`config.mk`:
```
export PLATFORM = sky130hd
export DESIGN_NAME = cradle_position_monitor
export DESIGN_NICKNAME = d
export VERILOG_FILES = /design/src/hw/cradle_monitor_pkg.sv /design/src/hw/cradle_position_monitor.sv
export VERILOG_INCLUDE_DIRS = /design/src /design/src/hw
export SDC_FILE = /design/constraint.sdc
export NUM_CORES = 1
export LEC_CHECK = 0
export BUFFER_PORTS_ARGS = -buffer_cell sky130_fd_sc_hd__buf_2
export CAP_MARGIN = 15
export CORE_MARGIN = 5
export CORE_UTILIZATION = 47
export DETAILED_ROUTE_END_ITERATION = 6
export GPL_TIMING_DRIVEN = 0
export PLACE_DENSITY = 0.76
export SYNTH_ARGS = -nofsm -noshare
export SYNTH_HDL_FRONTEND = slang
export SYNTH_SLANG_ARGS = --single-unit
```
`constraint.sdc`:
```
create_clock -name clock_i -period 2.14 [get_ports clock_i]
set_input_delay 0.428 -clock clock_i [delete_from_list [all_inputs] [get_ports clock_i]]
set_output_delay 0.428 -clock clock_i [all_outputs]
set_load 0.03 [all_outputs]
```
`src/hw/cradle_monitor_regs.svh`:
```
/*
  constants for the cradle position monitor: event codes, counter limits, time spans.
  assumes inclusion by bare name from the design file, the checker and the bench.
*/
`ifndef CRADLE_MONITOR_REGS_SVH
`define CRADLE_MONITOR_REGS_SVH

`define CODE_DISCREPANCY 16'h0900
`define CODE_CONN_CHANGE 16'h0901
`define CODE_DISC_CHANGE 16'h0902
`define CODE_TEST_CHANGE 16'h0903
`define CODE_OVERDUE 16'h0904
`define CODE_MAX_OPS 16'h0905
`define CODE_SERVICE_LIFE 16'h0906
`define CODE_NEW_TRIP_UNIT 16'h0907

`define COUNT_MAX 16'hFFFE
`define COUNT_RESET 16'h0000
`define MAX_OPS_LIMIT 16'h01C2
`define SERVICE_OPS_LIMIT 16'h00FA

`define OVERDUE_MONTHS 32'h0000_000B
`define SERVICE_YEARS 32'h0000_0005
`define MONTHS_PER_YEAR 32'h0000_000C
`define SERVICE_MONTHS (`SERVICE_YEARS * `MONTHS_PER_YEAR)

`endif

```
`src/hw/cradle_monitor_pkg.sv`:
```
/*
  types shared by the cradle position monitor and its bench.
  assumes cradle_monitor_regs.svh is on the include path.
*/
package cradle_monitor_pkg;
  typedef enum logic [3:0] {
    POS_NONE = 4'b0001,
    POS_CONNECTED = 4'b0010,
    POS_DISCONNECTED = 4'b0100,
    POS_TEST = 4'b1000
  } position_e;

  typedef struct packed {
    logic connected_contact_in;
    logic disconnected_contact_in;
    logic test_contact_in;
  } contacts_s;

  typedef struct packed {
    logic valid;
    logic [15:0] code;
    logic [31:0] stamp;
  } event_s;

  typedef struct packed {
    logic discrepancy;
    logic overdue;
    logic max_ops;
    logic service_life;
    logic new_trip_unit;
  } alarms_s;

  typedef struct packed {
    logic [15:0] connected;
    logic [15:0] disconnected;
    logic [15:0] test;
  } counters_s;

  typedef struct packed {
    logic [31:0] last_connection;
    logic [31:0] last_disconnection;
    logic [31:0] last_test;
  } stamps_s;
endpackage

```
`src/hw/cradle_position_monitor.sv`:
```
/*
  cradle position monitor: decodes three contacts, counts entries, logs
  contact-change events and latches maintenance alarms.
  assumes a calendar time base (seconds stamp plus a one-cycle month tick),
  an external non-volatile store that restores counters at power-up through
  the load port and saves them from the counter outputs, and a trip unit
  serial number presented with a strobe.
*/
`timescale 1ns/1ns
`include "cradle_monitor_regs.svh"

module cradle_position_monitor (
  input wire logic clock_i, // 25 MHz system clock
  input wire logic nrst_i, // synchronous reset, active low
  input wire cradle_monitor_pkg::contacts_s contacts_i, // raw contact inputs
  input wire logic [31:0] time_stamp_i, // calendar time now
  input wire logic month_tick_i, // one pulse per calendar month
  input wire logic nv_load_i, // restore counters from storage
  input wire cradle_monitor_pkg::counters_s nv_counters_i, // stored counter values
  input wire logic serial_valid_i, // trip unit serial strobe
  input wire logic [31:0] serial_i, // trip unit serial number
  input wire logic local_reset_i, // manual alarm reset pulse
  input wire logic remote_reset_i, // remote alarm reset pulse
  output cradle_monitor_pkg::position_e position_o, // decoded position
  output cradle_monitor_pkg::counters_s counters_o, // counters for storage
  output logic nv_save_o, // counters changed, save them
  output cradle_monitor_pkg::stamps_s stamps_o, // last entry times
  output cradle_monitor_pkg::event_s event_o, // event/alarm log entry
  output cradle_monitor_pkg::alarms_s alarms_o, // latched alarms
  output logic [31:0] trip_unit_stamp_o // time of trip unit change
);
  import cradle_monitor_pkg::*;

  // input synchroniser
  contacts_s sync1, sync2, prev;
  contacts_s next_sync1, next_sync2, next_prev;

  always_comb begin
    next_sync1 = contacts_i;
    next_sync2 = sync1;
    next_prev = sync2;
  end

  always_ff @(posedge clock_i) begin
    if (!nrst_i) begin
      sync1 <= '1;
      sync2 <= '1;
      prev <= '1;
    end else begin
      sync1 <= next_sync1;
      sync2 <= next_sync2;
      prev <= next_prev;
    end
  end

  // warm-up: reset ones in the synchroniser are not a contact sample
  logic [2:0] fill, next_fill;
  logic primed, settled;
  contacts_s changed;

  always_comb begin
    next_fill = {fill[1:0], 1'b1};
  end

  always_ff @(posedge clock_i) begin
    if (!nrst_i) begin
      fill <= '0;
    end else begin
      fill <= next_fill;
    end
  end

  // sync2 real after two edges, prev after three
  assign primed = fill[1];
  assign settled = fill[2];
  assign changed = settled ? contacts_s'(sync2 ^ prev) : '0;

  // decode
  // a cradle without test contact never decodes test
  position_e decoded;
  always_comb begin
    case ({sync2.connected_contact_in, sync2.disconnected_contact_in, sync2.test_contact_in})
      3'b011: decoded = POS_CONNECTED;
      3'b101: decoded = POS_DISCONNECTED;
      3'b110: decoded = POS_TEST;
      default: decoded = POS_NONE;
    endcase
  end

  // position and counters
  // nv_load_i wins over an entry in the same cycle
  // leaving a discrepancy for a position counts as an entry
  position_e position;
  position_e next_position;
  counters_s counters, next_counters;
  stamps_s stamps, next_stamps;
  logic nv_save, next_nv_save;
  logic entered;

  function automatic logic [15:0] bump(input logic [15:0] value);
    if (value >= `COUNT_MAX) begin
      bump = value;
    end else begin
      bump = value + 16'h0001;
    end
  endfunction

  assign entered = (decoded != position) && (decoded != POS_NONE);

  always_comb begin
    next_position = decoded;
    next_counters = counters;
    next_stamps = stamps;
    next_nv_save = 1'b0;
    if (nv_load_i) begin
      next_counters = nv_counters_i;
    end else if (entered) begin
      next_nv_save = 1'b1;
      case (decoded)
        POS_CONNECTED: begin
          next_counters.connected = bump(counters.connected);
          next_stamps.last_connection = time_stamp_i;
        end
        POS_DISCONNECTED: begin
          next_counters.disconnected = bump(counters.disconnected);
          next_stamps.last_disconnection = time_stamp_i;
        end
        POS_TEST: begin
          next_counters.test = bump(counters.test);
          next_stamps.last_test = time_stamp_i;
        end
        default: begin
          next_nv_save = 1'b0;
        end
      endcase
    end
  end

  always_ff @(posedge clock_i) begin
    if (!nrst_i) begin
      position <= POS_NONE;
      counters <= {`COUNT_RESET, `COUNT_RESET, `COUNT_RESET};
      stamps <= '0;
      nv_save <= 1'b0;
    end else begin
      position <= next_position;
      counters <= next_counters;
      stamps <= next_stamps;
      nv_save <= next_nv_save;
    end
  end

  // calendar timers
  // both timers stop at their limit so they cannot wrap
  logic [31:0] overdue_months, service_months;
  logic [31:0] next_overdue_months, next_service_months;

  always_comb begin
    next_overdue_months = overdue_months;
    next_service_months = service_months;
    if (entered && decoded == POS_DISCONNECTED) begin
      next_overdue_months = '0;
    end else if (month_tick_i && overdue_months < `OVERDUE_MONTHS) begin
      next_overdue_months = overdue_months + 32'h0000_0001;
    end
    if (month_tick_i && service_months < `SERVICE_MONTHS) begin
      next_service_months = service_months + 32'h0000_0001;
    end
  end

  always_ff @(posedge clock_i) begin
    if (!nrst_i) begin
      overdue_months <= '0;
      service_months <= '0;
    end else begin
      overdue_months <= next_overdue_months;
      service_months <= next_service_months;
    end
  end

  // trip unit serial tracking
  // the first strobe after reset only records the serial
  logic [31:0] serial_seen, next_serial_seen;
  logic serial_known, next_serial_known;
  logic [31:0] trip_stamp, next_trip_stamp;
  logic serial_changed;

  assign serial_changed = serial_valid_i && serial_known && (serial_i != serial_seen);

  always_comb begin
    next_serial_seen = serial_seen;
    next_serial_known = serial_known;
    next_trip_stamp = trip_stamp;
    if (serial_valid_i) begin
      next_serial_seen = serial_i;
      next_serial_known = 1'b1;
    end
    if (serial_changed) begin
      next_trip_stamp = time_stamp_i;
    end
  end

  always_ff @(posedge clock_i) begin
    if (!nrst_i) begin
      serial_seen <= '0;
      serial_known <= 1'b0;
      trip_stamp <= '0;
    end else begin
      serial_seen <= next_serial_seen;
      serial_known <= next_serial_known;
      trip_stamp <= next_trip_stamp;
    end
  end

  // latched alarms, set wins over clear
  // a clear while the cause persists leaves the alarm set
  alarms_s alarms, next_alarms, alarm_set, alarm_rise;
  logic alarm_clear;

  always_comb begin
    alarm_set.discrepancy = primed && (decoded == POS_NONE);
    alarm_set.overdue = (overdue_months >= `OVERDUE_MONTHS);
    alarm_set.max_ops = (counters.connected >= `MAX_OPS_LIMIT);
    alarm_set.service_life = (service_months >= `SERVICE_MONTHS) ||
                             (counters.connected >= `SERVICE_OPS_LIMIT);
    alarm_set.new_trip_unit = serial_changed;
    alarm_clear = local_reset_i || remote_reset_i;
    next_alarms = alarm_clear ? alarm_set : (alarms | alarm_set);
    alarm_rise = alarm_set & ~alarms;
  end

  always_ff @(posedge clock_i) begin
    if (!nrst_i) begin
      alarms <= '0;
    end else begin
      alarms <= next_alarms;
    end
  end

  // event log entry: alarms by priority, then contact changes
  // one entry a cycle; a cause beaten in the same cycle is not logged
  event_s log_entry, next_log_entry;

  always_comb begin
    next_log_entry.valid = 1'b1;
    next_log_entry.stamp = time_stamp_i;
    next_log_entry.code = '0;
    if (alarm_rise.new_trip_unit) begin
      next_log_entry.code = `CODE_NEW_TRIP_UNIT;
    end else if (alarm_rise.max_ops) begin
      next_log_entry.code = `CODE_MAX_OPS;
    end else if (alarm_rise.discrepancy) begin
      next_log_entry.code = `CODE_DISCREPANCY;
    end else if (alarm_rise.overdue) begin
      next_log_entry.code = `CODE_OVERDUE;
    end else if (alarm_rise.service_life) begin
      next_log_entry.code = `CODE_SERVICE_LIFE;
    end else if (changed.connected_contact_in) begin
      next_log_entry.code = `CODE_CONN_CHANGE;
    end else if (changed.disconnected_contact_in) begin
      next_log_entry.code = `CODE_DISC_CHANGE;
    end else if (changed.test_contact_in) begin
      next_log_entry.code = `CODE_TEST_CHANGE;
    end else begin
      next_log_entry.valid = 1'b0;
      next_log_entry.stamp = '0;
    end
  end

  always_ff @(posedge clock_i) begin
    if (!nrst_i) begin
      log_entry <= '0;
    end else begin
      log_entry <= next_log_entry;
    end
  end

  // every output straight from a register
  assign position_o = position;
  assign counters_o = counters;
  assign nv_save_o = nv_save;
  assign stamps_o = stamps;
  assign event_o = log_entry;
  assign alarms_o = alarms;
  assign trip_unit_stamp_o = trip_stamp;
endmodule

```
==> out/metrics.yaml <==
final_nets: 1921
hold_buffers: 0
max-cap-violations: 0
antenna_found_initial: 1
synth_edf_count: 0
syn_inst: 1364
grtUsageTotal_pct: 25.3
post-dp-hpwl_um: 30400
post-place-ws_ps: -1040
initial_core_util_pct: 47.7
setup_ws_ps: -65.8
gp_congestion: 0.902
worst_pin_slew_ps: 975
worst-r2r-setup-slack_ps: -70
power_density_mw_per_mm2: 831
wl_met1_um: 17100
io_buffers: 344
slew_viol_final: 0
max_freq_ghz: 0.453
final_common_cell: "buf_2"
rsz0062_at_grt: "yes"
clk_pin_slew_ps: 60
grt_pass1_vias: 11495
cts_max_level: 2
grt_pass1_wl_um: 62900
die-area_mm2: 0.0309
syn_to_final_growth_pct: 34.1
power_uw: 14400
cts_num_sinks: 331
violations: "negative setup slack"
synth_seq_cells: 331
rows: 60
cp_max_fo: 8
syn_area_mm2: 0.0129
hold_viol: 0
dr.first_iter.drc_count: 784
final_cell_mix: "buf_2 (349), dfxtp_1 (323), nand2_1 (122)"
core_mm2: 0.0270
outcome: "finished with violations"
cp_slowest_cell: "nor4_4"
synth_ff_type: "dfxtp_1"
cts_buffers: 36
wl_met2_um: 20500
finalSetupViolations: 44
peakVddDrop_uv: 650
routedWlPerCell_um: 20.0
num_vias: 11773
arrival_ps: 2590
cts_root_buf: "clkbuf_16"
io_pins: 357
clock_latency_ps: 510
whs_path_depth: 1
highest_layer: "met5"
max_stage_delay_ps: 390
cp-end-kind: "flip-flop"
grt_start_max_net_pins: 20
die_h_um: 176
synthArstFlopShare_pct: 0
min-delay-start: "nrst_i"
drt-total-wl_um: 43100
synthDistinctLibCells: 56
hold_path_class: "in -> reg"
cp_cell_sequence: "nor4_4 > nand4_1 > nor4_4 > a21oi_2 > nor3_4 > buf_12 > buf_12 > a21oi_4"
drt_pass1_iterations: 5
rr_worst_depth: 8
r2r_end: "event_o[11]"
skew_ps: 16.7
fin_crit_ps: 2210
period_share_pct: 103
leakagePower_uw: 0.00734
maxSlewHeadroom_pct: 35.0
ys_warn_count: 0
finish.utilization_pct: 64.0
drive_gt1_share_pct: 31.8
wl_met3_um: 3910
cp.required_ps: 2520
postRouteAntennaNets: 0
tritoncts: "yes"
drc: 0
vias_per_cell: 5.47
reg2reg_from: "service_months[18]"
critPathLaunchType: "flip-flop"
setup_tns_ps: -1730
clockBufferDepth: 3
hold_end: "fill[0]"
diodes: 0
gr-total-overflow: 0
die_x_um: 176
ys_seq_area_share_pct: 51.4
crit_type: "reg -> reg"
syn_avg_cell_area_um2: 9.46
[where the power goes]
| part | switching (µW) | internal (µW) |
|---|---|---|
| Clock | 2450 | 3300 |
| Sequential | 202 | 6410 |
| Combinational | 1280 | 733 |
| Total | 3940 | 10400 |
[registers in the layout (all words and copies together), names as in the netlist, 4 cells and up]
register	flops
service_months	32
alarms_o	5
event_o	36
overdue_months	32
stamps_o	96
counters_o	48
serial_seen	32
position_o	4
trip_unit_stamp_o	32
[cell usage after synthesis, types with 10 or more instances]
master,instances,area share [%]
dfxtp_1,331,51
nand2_1,122,3.5
o21ai_0,110,4.3
nor2_1,102,3.0
mux2i_1,99,7.7
a21oi_1,89,3.5
nand3_1,88,3.4
xnor2_1,75,5.1
and2_1,60,2.9
clkbuf_1,59,1.7
nand4_1,26,1.3
buf_2,21,0.81
nor3_1,20,0.78
nor4_1,18,0.87
buf_4,13,0.76
nand2b_1,13,0.63
nor4_2,13,1.3
nor4b_2,11,1.3
inv_1,10,0.29
[cell families (layout without fill, tap and decap cells)]
kind of cell | count (synthesis) | in the layout | synth area share, %
flip-flops | 331 | 331 | 51.4
AND/OR/NAND/NOR | 502 | 502 | 20.8
adder cells (fa/ha/maj) | 9 | 9 | 0.873
AO/OA/AOI/OAI | 223 | 223 | 9.17
multiplexers | 100 | 100 | 7.77
buffers and inverters | 115 | 551 | 4.39
other | 1 | 11 | 0.0291
XOR/XNOR | 83 | 83 | 5.63
[area by class of cell]
| cell class | instances | area (µm²) |
|---|---|---|
| tap | 341 | 427 |
| multi-input combinational | 928 | 6170 |
| timing repair buffer | 381 | 2220 |
| sequential | 331 | 6640 |
| fill | 2167 | 9730 |
| buffer | 101 | 731 |
| clock inverter | 11 | 68.8 |
| clock buffer | 47 | 1000 |
| inverter | 11 | 41.3 |
[what timing repair did]
action                                  CTS  global route
setup buffers                            12            17
gates cloned                              1             8
resized for setup                        53           148
endpoints found under the setup margin  194           200
pin swaps                                 9            48
endpoints found under the hold margin     0             0
[per-layer routing]
metal	GRT usage, %	vias up
met4	8.71	2
met5	0	-
met3	7.19	105
met1	30.9	5578
li1	-	5532
met2	43.0	556
[per-stage QoR]
stage / area (µm²) / hold slack (ps) / cells
detailed placement: 15100 / 393 / 2059
global route: 17300 / 48.8 / 2151
global placement: 15100 / 394 / 2059
finish: 17300 / 63.1 / 2151
CTS: 16500 / 45.6 / 2127
floorplan: 12900 / 386 / 1374
[worst max-delay path, delay by kind of cell, from the launching register on]
kind	cells	cell delay, ps
buf+inv	2	340
compound gates	2	190
simple gates	4	1190
flops	1	340
[how the worst max path moves through the flow]
stage | to | slack [ps] | start | cells after the start
after floorplan | counters_o[26] | 30 | counters_o[22] | 6
after global placement | event_o[11] | -1010 | serial_i[30] | 9
after detailed placement | event_o[11] | -1040 | serial_i[28] | 9
after CTS | stamps_o[7] | 2 | next_prev[2] | 10
after global routing | event_o[10] | -140 | service_months[18] | 8
final | event_o[11] | -70 | service_months[18] | 8
Power figures use the tool's default switching activity.
